$ cat config.mk
export PLATFORM = sky130hd
export DESIGN_NAME = eie_core
export DESIGN_NICKNAME = d
export VERILOG_FILES = /design/src/common/eie_pkg.sv /design/src/hdl/eie_core.sv
export SDC_FILE = /design/constraint.sdc
export NUM_CORES = 2
export LEC_CHECK = 0
export CORE_MARGIN = 5
export CORE_UTILIZATION = 55
export CTS_CLUSTER_DIAMETER = 150
export DETAILED_ROUTE_END_ITERATION = 8
export DONT_BUFFER_PORTS = 1
export PLACE_DENSITY = 0.73
export SLEW_MARGIN = 20
export SYNTH_ARGS = -nofsm -noshare
export SYNTH_HDL_FRONTEND = slang
export SYNTH_SLANG_ARGS = --single-unit
$ cat constraint.sdc
create_clock -name clk_in -period 12.6 [get_ports clk_in]
set_input_delay 3.15 -clock clk_in [delete_from_list [all_inputs] [get_ports clk_in]]
set_output_delay 3.15 -clock clk_in [all_outputs]
set_load 0.05 [all_outputs]
$ cat src/common/eie_pkg.sv
// Purpose: Shared constants and types for the escape instruction unit
// Assumes: APB byte addresses, one 32-bit word per register
// Notes: Opcode values are second bytes following the escape byte
package eie_pkg;

  // Escape byte and extended opcodes
  localparam logic [7:0] ESC_BYTE = 8'ha5;
  localparam logic [7:0] OP_BREAK = 8'h00;
  localparam logic [7:0] OP_ASR = 8'h03;
  localparam logic [7:0] OP_LSL = 8'h23;
  localparam logic [7:0] OP_JMP_PC = 8'h73;
  localparam logic [7:0] OP_MOV_DP = 8'h90;
  localparam logic [7:0] OP_CODE_BYTE_LOAD = 8'h93;
  localparam logic [7:0] OP_INC_DP = 8'ha3;
  localparam logic [7:0] OP_MAC = 8'ha4;
  localparam logic [7:0] OP_COMPARE_JUMP_NOT_EQUAL_R0 = 8'hb6;
  localparam logic [7:0] OP_COMPARE_JUMP_NOT_EQUAL_R1 = 8'hb7;
  localparam logic [7:0] OP_EXTERNAL_MOVE_RD = 8'he0;
  localparam logic [7:0] OP_CLR_M = 8'he4;
  localparam logic [7:0] OP_EXTERNAL_MOVE_WR = 8'hf0;

  // Cycle counts, escape byte cycle counted as cycle 1
  localparam logic [3:0] CYC_SHORT = 4'h2;
  localparam logic [3:0] CYC_THREE = 4'h3;
  localparam logic [3:0] CYC_FOUR = 4'h4;
  localparam logic [3:0] CYC_FIVE = 4'h5;
  localparam logic [3:0] CYC_MAC = 4'h9;
  localparam logic [2:0] LEN_TWO = 3'h2;
  localparam logic [2:0] LEN_THREE = 3'h3;
  localparam logic [2:0] LEN_FOUR = 3'h4;

  // Register byte offsets
  localparam logic [7:0] ADDR_ACC = 8'h00;
  localparam logic [7:0] ADDR_B = 8'h04;
  localparam logic [7:0] ADDR_AHI = 8'h08;
  localparam logic [7:0] ADDR_BHI = 8'h0c;
  localparam logic [7:0] ADDR_FLAGS = 8'h10;
  localparam logic [7:0] ADDR_DP0 = 8'h14;
  localparam logic [7:0] ADDR_DP1 = 8'h18;
  localparam logic [7:0] ADDR_CTRL = 8'h1c;
  localparam logic [7:0] ADDR_MLO = 8'h20;
  localparam logic [7:0] ADDR_MHI = 8'h24;
  localparam logic [7:0] ADDR_PC = 8'h28;
  localparam logic [7:0] ADDR_IDX = 8'h2c;
  localparam logic [7:0] ADDR_STAT = 8'h30;

  // Field positions
  localparam int FLAG_CY = 7;
  localparam int FLAG_OV = 2;
  localparam int CTRL_SEL = 0;
  localparam int CTRL_DBG = 1;
  localparam int CTRL_SPACE = 2;
  localparam int STAT_BAD = 4;

  // Reset values
  localparam logic [15:0] PC_RST = 16'h0000;
  localparam logic [39:0] M_RST = 40'h00_0000_0000;

  typedef enum logic [2:0] {
    EIE_IDLE = 3'b000,
    EIE_OPC = 3'b001,
    EIE_ARG = 3'b011,
    EIE_WAIT = 3'b010,
    EIE_HALT = 3'b110
  } eie_state_t;

  typedef enum logic [1:0] {
    EIE_SP_CODE = 2'h0,
    EIE_SP_EXTRA = 2'h1,
    EIE_SP_FLASH = 2'h2,
    EIE_SP_EXT = 2'h3
  } eie_space_t;

  typedef struct packed {
    logic req;
    logic we;
    eie_space_t space;
    logic [15:0] addr;
    logic [7:0] wdata;
  } eie_mem_req_t;

endpackage

$ cat src/hdl/eie_core.sv
// Purpose: Decode and execute of escape-prefixed extended instructions
// Assumes: Fetch delivers one byte per cycle; memory acks a held request
// Notes: Architectural state is reachable over APB while idle
// Contract
// - Escape byte A5 prefixes extended opcode
// - Arithmetic right shift keeps bit 39
// - Break enters debug halt, PC next
// - Break without debug: two-cycle no-operation
// - Compare indirect byte, branch if different
// - Carry means accumulator below operand, unsigned
// - Clear accumulator register, flags untouched
// - Alternate pointer increments, three cycles
// - Jump to PC plus two plus A
// - Logical left shift, zero into bit0
// - Code byte from alternate pointer plus A
// - Signed 16x16 product added into accumulator
// - Overflow sticky-set, carry gives result sign
// - Immediate load: high byte then low
// - External read: three or five cycles
// - External write of A via alternate pointer
`timescale 1ns/1ns
`default_nettype none
module eie_core
  import eie_pkg::*;
(
  input wire logic clk_in,
  input wire logic reset_n_in,
  input wire logic psel_in,
  input wire logic penable_in,
  input wire logic pwrite_in,
  input wire logic [7:0] paddr_in,
  input wire logic [31:0] pwdata_in,
  output logic [31:0] prdata_out,
  output logic pready_out,
  output logic pslverr_out,
  input wire logic fetch_valid_in,
  input wire logic [7:0] fetch_byte_in,
  output logic fetch_ready_out,
  output logic [15:0] pc_out,
  output logic [7:0] iram_addr_out,
  input wire logic [7:0] iram_rdata_in,
  output eie_mem_req_t mem_out,
  input wire logic mem_ack_in,
  input wire logic [7:0] mem_rdata_in,
  input wire logic debug_resume_in,
  output logic debug_break_out,
  output logic not_escape_out,
  output logic done_out
);

  eie_state_t state_r;
  logic [7:0] op_r, arg1_r, arg2_r, acc_r, b_r, ahi_r, bhi_r;
  logic [7:0] idx0_r, idx1_r, mdata_r;
  logic [2:0] taken_r;
  logic [3:0] cnt_r;
  logic [15:0] pc_r, dp0_r, dp1_r;
  logic [39:0] m_r;
  logic cy_r, ov_r, sel_r, dbg_en_r, bad_r, memdone_r;
  logic [1:0] xsp_r;

  logic [7:0] op_now, rd_byte;
  logic [2:0] need;
  logic [3:0] ncyc;
  logic [15:0] alt_dp, pc_now, alt_inc;
  logic take, last_byte, is_mem, mem_ok, fire, known;
  logic apb_wr, apb_setup, mapped;
  logic signed [31:0] prod;
  logic [39:0] mac_sum, mac_ext;
  logic [7:0] lo_byte;

  // Opcode in view: live byte while it is being taken
  assign op_now = (state_r == EIE_OPC) ? fetch_byte_in : op_r;
  // unselected pointer
  // Select bit zero means pointer one is the alternate
  assign alt_dp = sel_r ? dp0_r : dp1_r;
  assign alt_inc = alt_dp + 16'h0001;

  // Length, cycle count and memory use per opcode
  always_comb begin
    need = LEN_TWO;
    ncyc = CYC_SHORT;
    is_mem = 1'b0;
    known = 1'b1;
    case (op_now)
      OP_BREAK, OP_ASR, OP_LSL, OP_CLR_M: ncyc = CYC_SHORT;
      OP_INC_DP, OP_JMP_PC: ncyc = CYC_THREE;
      OP_MAC: ncyc = CYC_MAC;
      OP_COMPARE_JUMP_NOT_EQUAL_R0, OP_COMPARE_JUMP_NOT_EQUAL_R1: begin
        need = LEN_THREE;
        ncyc = CYC_FOUR;
      end
      OP_MOV_DP: begin
        need = LEN_FOUR;
        ncyc = CYC_FOUR;
      end
      OP_CODE_BYTE_LOAD: begin
        ncyc = CYC_FOUR;
        is_mem = 1'b1;
      end
      OP_EXTERNAL_MOVE_RD, OP_EXTERNAL_MOVE_WR: begin
        ncyc = (xsp_r == 2'h0) ? CYC_THREE : CYC_FIVE;
        is_mem = 1'b1;
      end
      default: known = 1'b0;
    endcase
  end

  // Byte acceptance and completion
  assign fetch_ready_out = (state_r == EIE_IDLE) || (state_r == EIE_OPC)
    || (state_r == EIE_ARG);
  assign take = fetch_valid_in && fetch_ready_out;
  assign last_byte = take && (state_r != EIE_IDLE) && (taken_r + 3'h1 == need);
  assign mem_ok = !is_mem || memdone_r || (mem_out.req && mem_ack_in);
  assign fire = (last_byte || state_r == EIE_WAIT) && (cnt_r >= ncyc)
    && mem_ok;
  assign pc_now = take ? pc_r + 16'h0001 : pc_r;
  assign rd_byte = memdone_r ? mdata_r : mem_rdata_in;
  assign lo_byte = (state_r == EIE_ARG) ? fetch_byte_in : arg2_r;

  assign prod = $signed({ahi_r, acc_r}) * $signed({bhi_r, b_r});
  assign mac_ext = {{8{prod[31]}}, prod};
  assign mac_sum = m_r + mac_ext;

  // Sequencer
  always_ff @(posedge clk_in or negedge reset_n_in) begin
    if (!reset_n_in) begin
      state_r <= EIE_IDLE;
    end else begin
      case (state_r)
        EIE_IDLE: begin
          if (take && fetch_byte_in == ESC_BYTE) begin
            state_r <= EIE_OPC;
          end
        end
        EIE_OPC, EIE_ARG, EIE_WAIT: begin
          if (fire) begin
            state_r <= (op_now == OP_BREAK && dbg_en_r) ? EIE_HALT
              : EIE_IDLE;
          end else if (last_byte) begin
            state_r <= EIE_WAIT;
          end else if (take) begin
            state_r <= EIE_ARG;
          end
        end
        EIE_HALT: begin
          if (debug_resume_in) begin
            state_r <= EIE_IDLE;
          end
        end
        default: state_r <= EIE_IDLE;
      endcase
    end
  end

  // Instruction bytes and cycle count
  always_ff @(posedge clk_in or negedge reset_n_in) begin
    if (!reset_n_in) begin
      op_r <= 8'h00;
      arg1_r <= 8'h00;
      arg2_r <= 8'h00;
      taken_r <= 3'h0;
      cnt_r <= 4'h0;
    end else begin
      if (state_r == EIE_IDLE) begin
        taken_r <= 3'h1;
        cnt_r <= 4'h2;
      end else if (cnt_r != 4'hf) begin
        cnt_r <= cnt_r + 4'h1;
      end
      if (take && state_r != EIE_IDLE) begin
        taken_r <= taken_r + 3'h1;
        if (state_r == EIE_OPC) begin
          op_r <= fetch_byte_in;
        end else if (taken_r == 3'h2) begin
          arg1_r <= fetch_byte_in;
        end else begin
          arg2_r <= fetch_byte_in;
        end
      end
    end
  end

  // Memory request held until acknowledged; a late ack stretches cycles
  always_ff @(posedge clk_in or negedge reset_n_in) begin
    if (!reset_n_in) begin
      mem_out <= '0;
      memdone_r <= 1'b0;
      mdata_r <= 8'h00;
      iram_addr_out <= 8'h00;
    end else begin
      if (state_r == EIE_IDLE) begin
        memdone_r <= 1'b0;
      end
      if (mem_out.req && mem_ack_in) begin
        mem_out.req <= 1'b0;
        memdone_r <= 1'b1;
        mdata_r <= mem_rdata_in;
      end else if (last_byte && is_mem && !fire) begin
        mem_out.req <= 1'b1;
        mem_out.we <= (op_now == OP_EXTERNAL_MOVE_WR);
        mem_out.addr <= (op_now == OP_CODE_BYTE_LOAD) ? alt_dp + {8'h00, acc_r}
          : alt_dp;
        mem_out.space <= (op_now == OP_CODE_BYTE_LOAD) ? EIE_SP_CODE
          : (xsp_r == 2'h0) ? EIE_SP_EXTRA
          : (xsp_r == 2'h1) ? EIE_SP_FLASH : EIE_SP_EXT;
        mem_out.wdata <= acc_r;
      end
      if (state_r == EIE_OPC && take) begin
        iram_addr_out <= fetch_byte_in[0] ? idx1_r : idx0_r;
      end
    end
  end

  // Program counter
  always_ff @(posedge clk_in or negedge reset_n_in) begin
    if (!reset_n_in) begin
      pc_r <= PC_RST;
    end else if (apb_wr && paddr_in == ADDR_PC && state_r == EIE_IDLE) begin
      pc_r <= pwdata_in[15:0];
    end else if (fire && op_now == OP_JMP_PC) begin
      pc_r <= pc_now + {8'h00, acc_r};
    end else if (fire && (op_now == OP_COMPARE_JUMP_NOT_EQUAL_R0 || op_now == OP_COMPARE_JUMP_NOT_EQUAL_R1)
                 && acc_r != iram_rdata_in) begin
      pc_r <= pc_now + {{8{arg1_r[7]}}, arg1_r};
    end else begin
      pc_r <= pc_now;
    end
  end

  // MAC accumulator
  always_ff @(posedge clk_in or negedge reset_n_in) begin
    if (!reset_n_in) begin
      m_r <= M_RST;
    end else if (fire) begin
      case (op_now)
        OP_ASR: m_r <= {m_r[39], m_r[39:1]};
        OP_LSL: m_r <= {m_r[38:0], 1'b0};
        OP_CLR_M: m_r <= M_RST;
        OP_MAC: m_r <= mac_sum;
        default: m_r <= m_r;
      endcase
    end else if (apb_wr && state_r == EIE_IDLE) begin
      if (paddr_in == ADDR_MLO) begin
        m_r[31:0] <= pwdata_in;
      end else if (paddr_in == ADDR_MHI) begin
        m_r[39:32] <= pwdata_in[7:0];
      end
    end
  end

  // Flags
  always_ff @(posedge clk_in or negedge reset_n_in) begin
    if (!reset_n_in) begin
      cy_r <= 1'b0;
      ov_r <= 1'b0;
    end else if (fire && (op_now == OP_COMPARE_JUMP_NOT_EQUAL_R0 || op_now == OP_COMPARE_JUMP_NOT_EQUAL_R1)) begin
      cy_r <= acc_r < iram_rdata_in;
    end else if (fire && op_now == OP_MAC) begin
      cy_r <= mac_sum[39];
      if (m_r[39] == mac_ext[39] && mac_sum[39] != m_r[39]) begin
        ov_r <= 1'b1;
      end
    end else if (apb_wr && paddr_in == ADDR_FLAGS && state_r == EIE_IDLE) begin
      cy_r <= pwdata_in[FLAG_CY];
      ov_r <= pwdata_in[FLAG_OV];
    end
  end

  // Accumulator and operand registers
  always_ff @(posedge clk_in or negedge reset_n_in) begin
    if (!reset_n_in) begin
      acc_r <= 8'h00;
      b_r <= 8'h00;
      ahi_r <= 8'h00;
      bhi_r <= 8'h00;
      idx0_r <= 8'h00;
      idx1_r <= 8'h00;
    end else if (fire && (op_now == OP_CODE_BYTE_LOAD || op_now == OP_EXTERNAL_MOVE_RD)) begin
      acc_r <= rd_byte;
    end else if (apb_wr && state_r == EIE_IDLE) begin
      case (paddr_in)
        ADDR_ACC: acc_r <= pwdata_in[7:0];
        ADDR_B: b_r <= pwdata_in[7:0];
        ADDR_AHI: ahi_r <= pwdata_in[7:0];
        ADDR_BHI: bhi_r <= pwdata_in[7:0];
        ADDR_IDX: begin
          idx0_r <= pwdata_in[7:0];
          idx1_r <= pwdata_in[15:8];
        end
        default: acc_r <= acc_r;
      endcase
    end
  end

  // Data pointers and control
  always_ff @(posedge clk_in or negedge reset_n_in) begin
    if (!reset_n_in) begin
      dp0_r <= 16'h0000;
      dp1_r <= 16'h0000;
      sel_r <= 1'b0;
      dbg_en_r <= 1'b0;
      xsp_r <= 2'h0;
    end else if (fire && (op_now == OP_INC_DP || op_now == OP_MOV_DP)) begin
      if (sel_r) begin
        dp0_r <= (op_now == OP_INC_DP) ? alt_inc : {arg1_r, lo_byte};
      end else begin
        dp1_r <= (op_now == OP_INC_DP) ? alt_inc : {arg1_r, lo_byte};
      end
    end else if (apb_wr && state_r == EIE_IDLE) begin
      if (paddr_in == ADDR_DP0) begin
        dp0_r <= pwdata_in[15:0];
      end else if (paddr_in == ADDR_DP1) begin
        dp1_r <= pwdata_in[15:0];
      end else if (paddr_in == ADDR_CTRL) begin
        sel_r <= pwdata_in[CTRL_SEL];
        dbg_en_r <= pwdata_in[CTRL_DBG];
        xsp_r <= pwdata_in[CTRL_SPACE+1:CTRL_SPACE];
      end
    end
  end

  // Event pulses; unknown opcode sets a sticky flag, set beats clear
  always_ff @(posedge clk_in or negedge reset_n_in) begin
    if (!reset_n_in) begin
      done_out <= 1'b0;
      debug_break_out <= 1'b0;
      not_escape_out <= 1'b0;
      bad_r <= 1'b0;
    end else begin
      done_out <= fire;
      debug_break_out <= fire && op_now == OP_BREAK && dbg_en_r;
      not_escape_out <= take && state_r == EIE_IDLE
        && fetch_byte_in != ESC_BYTE;
      if (fire && !known) begin
        bad_r <= 1'b1;
      end else if (apb_wr && paddr_in == ADDR_STAT
                   && pwdata_in[STAT_BAD]) begin
        bad_r <= 1'b0;
      end
    end
  end

  // APB slave: zero wait states, read data captured in setup phase
  assign apb_wr = psel_in && penable_in && pwrite_in;
  assign apb_setup = psel_in && !penable_in;
  assign mapped = (paddr_in[1:0] == 2'h0) && (paddr_in <= ADDR_STAT);
  assign pready_out = 1'b1;
  assign pslverr_out = psel_in && penable_in && !mapped;
  assign pc_out = pc_r;

  always_ff @(posedge clk_in or negedge reset_n_in) begin
    if (!reset_n_in) begin
      prdata_out <= 32'h0000_0000;
    end else if (apb_setup) begin
      case (paddr_in)
        ADDR_ACC: prdata_out <= {24'h000000, acc_r};
        ADDR_B: prdata_out <= {24'h000000, b_r};
        ADDR_AHI: prdata_out <= {24'h000000, ahi_r};
        ADDR_BHI: prdata_out <= {24'h000000, bhi_r};
        ADDR_FLAGS: prdata_out <= {24'h000000, cy_r, 4'h0, ov_r, 2'h0};
        ADDR_DP0: prdata_out <= {16'h0000, dp0_r};
        ADDR_DP1: prdata_out <= {16'h0000, dp1_r};
        ADDR_CTRL: prdata_out <= {28'h0000000, xsp_r, dbg_en_r, sel_r};
        ADDR_MLO: prdata_out <= m_r[31:0];
        ADDR_MHI: prdata_out <= {24'h000000, m_r[39:32]};
        ADDR_PC: prdata_out <= {16'h0000, pc_r};
        ADDR_IDX: prdata_out <= {16'h0000, idx1_r, idx0_r};
        ADDR_STAT: prdata_out <= {27'h0000000, bad_r, 1'b0, state_r};
        default: prdata_out <= 32'h0000_0000;
      endcase
    end
  end

endmodule
`default_nettype wire

After elaboration in Yosys (flattened, before gate mapping) --
Index checks and enable logic that the tools add are counted.
Word-level totals: register bits 257, input port bits 72, output and inout bits 90, logic and storage cells 257
Cells by class: add/subtract/negate cells 8, $mul 1, magnitude comparators 3, eq/ne operators 48, mux-type cells 61, bitwise gates (word level) 8, reduce and logical (&&, ||, !) cells 92
Operators with widths (number):
- 32-bit case mux with 13 select lines | 1
- 16-bit 2-to-1 mux | 16
- 40-bit case mux with 4 select lines | 1
- 8-bit == test (second input constant) | 10
- 40-bit 2-to-1 mux | 2
- 8-bit 2-to-1 mux | 9
- 8-bit by 6-bit == test with 1-bit output (second input constant) | 6
- 40-bit adder | 1
- 1-bit logical AND | 35
- 16-bit by 1-bit adder with 16-bit output (second input constant) | 2
- 16-bit by 8-bit adder with 16-bit output | 2
- 8-bit by 5-bit == test with 1-bit output (second input constant) | 4
- 16-bit by 16-bit multiplier with 32-bit output | 1
- 32-bit 2-to-1 mux | 1
- 3-bit AND reduction | 10
- 28-bit 2-to-1 mux | 1
- 2-bit nonzero test | 14
- 3-bit 2-to-1 mux | 9
- 16-bit adder | 1
- 8-bit by 4-bit == test with 1-bit output (second input constant) | 2
- 8-bit logical NOT | 2
- 4-bit case mux with 4 select lines | 1
- 1-bit 2-to-1 mux | 14
- 2-bit inequality test (second input constant) | 7
- 38 further kinds | 69

Logic depth before layout (Yosys ltp) --
word-level depth 15, gate-level depth with buffers 36

Worst setup path after synthesis --
No wires, ideal clock.
kind reg-to-reg, start reg ahi_r[7], end reg m_r[39], setup time 0.077 ns, arrival 8.573 ns, path slack 3.950 ns, stages on the path, launching flop included 30, buffers on the path 2, period minus slack after synthesis 8.650 ns, path through dfrtp_1 > clkbuf_1 > clkbuf_1 > nand2_1 > inv_1 > fa_1 > fa_1 > fa_1 > fa_1 > fa_1 > fa_1 > ha_1 > a21o_1 > a21o_1 > a2111oi_0 > inv_1 > a211oi_1 > nor3_1 > nor3b_1 > ha_1 > a21o_1 > a21o_1 > a21oi_1 > o21ai_0 > a22o_1 > nor4_1 > nand3b_1 > xor2_1 > nand2_1 > a21oi_1
Between the ends: word-level cells in the longest chain between the ends 4
Ends and longest elaborated chain:
- start: declaration | RTL line eie_core.sv:52 | logic [7:0] op_r, arg1_r, arg2_r, acc_r, b_r, ahi_r, bhi_r;
- start signal: assignment | RTL line eie_core.sv:284 | ADDR_AHI: ahi_r <= pwdata_in[7:0];
- 16-bit by 16-bit multiplier with 32-bit output | RTL line eie_core.sv:120 | assign prod = $signed({ahi_r, acc_r}) * $signed({bhi_r, b_r});
- 40-bit adder | RTL line eie_core.sv:122 | assign mac_sum = m_r + mac_ext;
- 40-bit case mux with 4 select lines | RTL line eie_core.sv:235 | case (op_now)
- 40-bit 2-to-1 mux | RTL line eie_core.sv:234 | end else if (fire) begin
- end signal: assignment | RTL line eie_core.sv:236 | OP_ASR: m_r <= {m_r[39], m_r[39:1]};
- end signal: assignment | RTL line eie_core.sv:237 | OP_LSL: m_r <= {m_r[38:0], 1'b0};
- end signal: assignment | RTL line eie_core.sv:239 | OP_MAC: m_r <= mac_sum;
- end: declaration | RTL line eie_core.sv:57 | logic [39:0] m_r;
No other way between the ends. A chain may end at the register's enable or synchronous reset.

Worst setup path in the final report --
start reg acc_r[6], end reg m_r[36]
Between the ends: word-level cells in the longest chain between the ends 4
Ends and longest elaborated chain:
- start: declaration | RTL line eie_core.sv:52
- start signal: assignment | RTL line eie_core.sv:279 | acc_r <= rd_byte;
- start signal: assignment | RTL line eie_core.sv:282 | ADDR_ACC: acc_r <= pwdata_in[7:0];
- start signal: assignment | RTL line eie_core.sv:290 | default: acc_r <= acc_r;
- 16-bit by 16-bit multiplier with 32-bit output | RTL line eie_core.sv:120
- 40-bit adder | RTL line eie_core.sv:122
- 40-bit case mux with 4 select lines | RTL line eie_core.sv:235
- 40-bit 2-to-1 mux | RTL line eie_core.sv:234
No other way between the ends.

==> results.md <==
- Sw Pwr: 0.001498 W
- Skew final: 0.01394 ns
- CP Depth: 33
- Skew-Pair Late Insertion Delay: 0.58 ns
- Fill cells: 4253
- Drt via density: 6.332
- DR iter-0 viols: 2618
- Setup TNS: 0 ns
- Seq cells post-synth: 257
- DRC Markers: 0
- Worst path required time: 13.09 ns
- Actual slew at the worst max-slew pin: 1.125 ns
- Syn Area/Cell: 8.971 um2
- Clk pwr share: 24.7%
- Routability cong.: 0.9659
- Number of synthesized flops with an enable pin: 0
- First-pass GRT wire length: 137400 um
- Hold Worst Slack: 0.5046 ns
- CP Capture Type: flop
- Worst min path class: flop to flop
- Power per cell area: 120.5 nW/um2
- Power Internal: 0.001952 W
- Vias: 23.03k
- Cts repair resizes: 0
- Crit path DAT: 9.64 ns
- Worst Setup Start Kind: flop
- Worst reg-to-reg path cell count: 33
- Total power: 0.003450 W
- Post-DRT Antenna Nets: 0
- RSZ-0062 raised after global routing: no
- Clock transition at path regs: 0.06 ns
- Die H: 232.4 um
- CTS Sinks: 257
- Fin nets: 3458
- Max-Cap Viols: 0
- CP max-delay cell: dfrtp_1
- Maximum root-to-sink buffer count: 3
- Final setup fails: 0
- Vias in the first global route: 23.45k
- Slowest stage delay, CP: 0.67 ns
- Hold Fails Final Rpt: 0
- R2R Path Start: acc_r[6]
- Die area: 54010 um2
- Status: completed
- Period utilisation layout: 72.57%
- Area growth from synthesis to layout: 5.230%
- Initial antenna violation count: 2
- Synth warn: 0
- IO Port Bufs: 0
- DRT Pass-1 Iters: 6
- CTS root buffer: clkbuf_16
- Top cell type's share of synthesized area: 23.64%
- Total GRT Usage: 32.41%
- Num CTS Buffers: 29
- Post-Syn Nets: 3539
- Top cells by area, synth: dfrtp_1, fa_1, ha_1, nand2_1, inv_1
- Most used cell, CP: fa_1
- Sw frac: 43.41%
- Post-detail-place hpwl: 66650 um
- Synth cell types: 86
- Post-synth ARST share: 100.0%
- Total Wirelength: 87090 um
- Htree depth: 1
- Largest area contributor in the netlist: dfrtp_1
- Maximum vdd drop: 142.5 uV
- Final worst path period need: 9.144 ns
- Seq/Total Area, Yosys: 23.64%
- Grt total ovfl: 0
- Top delay family on crit path: adder cells
- Largest net degree at the start of global routing: 258
- CORE AREA: 48950 um2
- Standard-cell row count: 81
- Slew HR: 24.64%
- Die width: 232.4 um
- Setup Crit Path Kind: flop to flop
- Share of layout cells above drive strength 1: 7.333%
- Highest clock rate: 109.4 MHz
- Power share of the combinational group: 34.9%
- Hold_buf cts: 0
- Antenna diodes: 0
- Hold Startpoint: mdata_r[1]
- CTS tree: built
- Post CTS Setup Buffer Count: 0
- Slew Viols, Final: 0
- Mapped Cells: 3032
- Hold path depth: 1
- I/O Pins: 162
- Routed length per placed instance: 23.95 um
- WP buf/inv: 6
- Leak pwr: 13.93 nW
- Flop pwr share: 40.4%
- CP max FO: 15
- Synth Cell Area: 27200 um2
- Initial Util: 55.57%
- Dominant synthesized flop cell: dfrtp_1
- Critical Path Source: acc_r[6]
## worst paths after layout
check / slack, ns / end
worst max-delay path: 3.46 / m_r[36]
worst min-delay path: 0.50 / mdata_r[1]
worst max register to register: 3.46 / m_r[36]
worst min register to register: 0.50 / mdata_r[1]
max in group asynchronous: 9.84 / bhi_r[7]
min in group asynchronous: 2.28 / arg1_r[6]
## cells in the mapped netlist (all sizes together), types with 22 or more instances
master,count
nand2,347
inv,345
fa,266
dfrtp,257
nor2,211
ha,169
a21oi,162
o21ai,141
and2,133
clkbuf,113
mux2,100
xnor2,79
a22oi,54
mux2i,49
nand3,47
xor2,46
a221oi,45
nor3,41
a21o,36
buf,32
a31oi,31
a211oi,30
nor2b,27
o21a,24
and3,22
## registers in the layout, summed over array words and instances, names as in the netlist, 16 cells and up
register and count:
dp0_r 16, pc_out 16, mem_out 28, prdata_out 32, m_r 40, dp1_r 16
## through the flow
step           cell area [um2]  util (%)  instances  setup slack (ns)
2_1_floorplan            27200         -       3032             3.950
3_3_place_gp             27670     56.53       3584             3.800
3_5_place_dp             27680     56.55       3584             3.635
4_1_cts                  28620     58.47       3637             3.581
5_1_grt                  28620     58.47       3637             2.691
6_report                 28620     58.47       3637             3.456
## power by group through the flow
| stage | combinational, W | clock (W) | sequential (W) |
|---|---|---|---|
| 2_1_floorplan | 0.000950 | 0 | 0.00125 |
| 3_3_place_gp | 0.00114 | 0 | 0.00139 |
| 3_5_place_dp | 0.00117 | 0 | 0.00139 |
| 4_1_cts | 0.00118 | 0.000859 | 0.00138 |
| 5_1_grt | 0.00132 | 0.000892 | 0.00141 |
| 6_report | 0.00121 | 0.000852 | 0.00139 |
## worst reg2reg max path: cells and delay by family (launching register included)
family / cells / cell delay, ns
muxes: 1 / 0.38
buffers and inverters: 6 / 0.62
AOI/OAI and AO/OA: 12 / 2.68
xor gates and xnor gates: 1 / 0.32
adders and majority gates: 8 / 3.77
DFF: 1 / 0.67
and+or+nand+nor: 5 / 0.64
## layer usage
metal	vias to the layer above	track usage [%]	wire length, um
li1	10122	-	-
met1	11502	45.61	35550
met2	1179	49.71	38320
met3	223	8.761	10120
met4	2	9.361	3080
met5	-	0	14
## final cells by class
cell class                      count  area (um2)  share of cell area, %
Clock inverter                     15       133.9                 0.4677
Tap cell                          664       830.8                  2.902
Multi-Input combinational cell   2285       18880                  65.94
Timing Repair Buffer               33       247.7                 0.8655
Inverter                          345        1295                  4.524
Sequential cell                   257        6431                  22.47
Clock buffer                       38       809.5                  2.828
## cell families after synthesis
| logic type | Yosys count | synth area share, % |
|---|---|---|
| adders and majority gates | 435 | 27.35 |
| AOI/OAI and AO/OA | 641 | 15.68 |
| and+or+nand+nor | 934 | 16.25 |
| muxes | 149 | 6.003 |
| DFF | 257 | 23.64 |
| buffers and inverters | 490 | 7.038 |
| other | 1 | 0.01379 |
| xor gates and xnor gates | 125 | 4.025 |
## cells in the final DEF, fill, tap and decap left out, types with 7 or more instances in the layout
cell type	count
mux2i_1	48
nor3b_1	10
and2_1	132
fa_1	266
or2_2	11
nor2_1	207
o21a_1	24
nand2_1	347
xor2_1	46
dfrtp_1	257
nor2b_1	26
buf_4	33
a21oi_1	161
o211ai_1	7
a222oi_1	10
nand4_1	18
o21ai_0	128
mux2_2	99
xnor2_1	79
o21ai_1	9
inv_1	345
a221oi_1	45
nand3_1	46
ha_1	169
o221ai_1	12
nand2b_1	20
a22o_1	11
or3_1	12
a211oi_1	30
o22ai_1	8
and3_1	22
o21bai_1	8
nor4_1	7
clkbuf_16	29
a31oi_1	31
nor3_1	41
a21o_1	35
nand3b_1	8
a22oi_1	54
No activity file was read; power rests on OpenSTA's default activity.
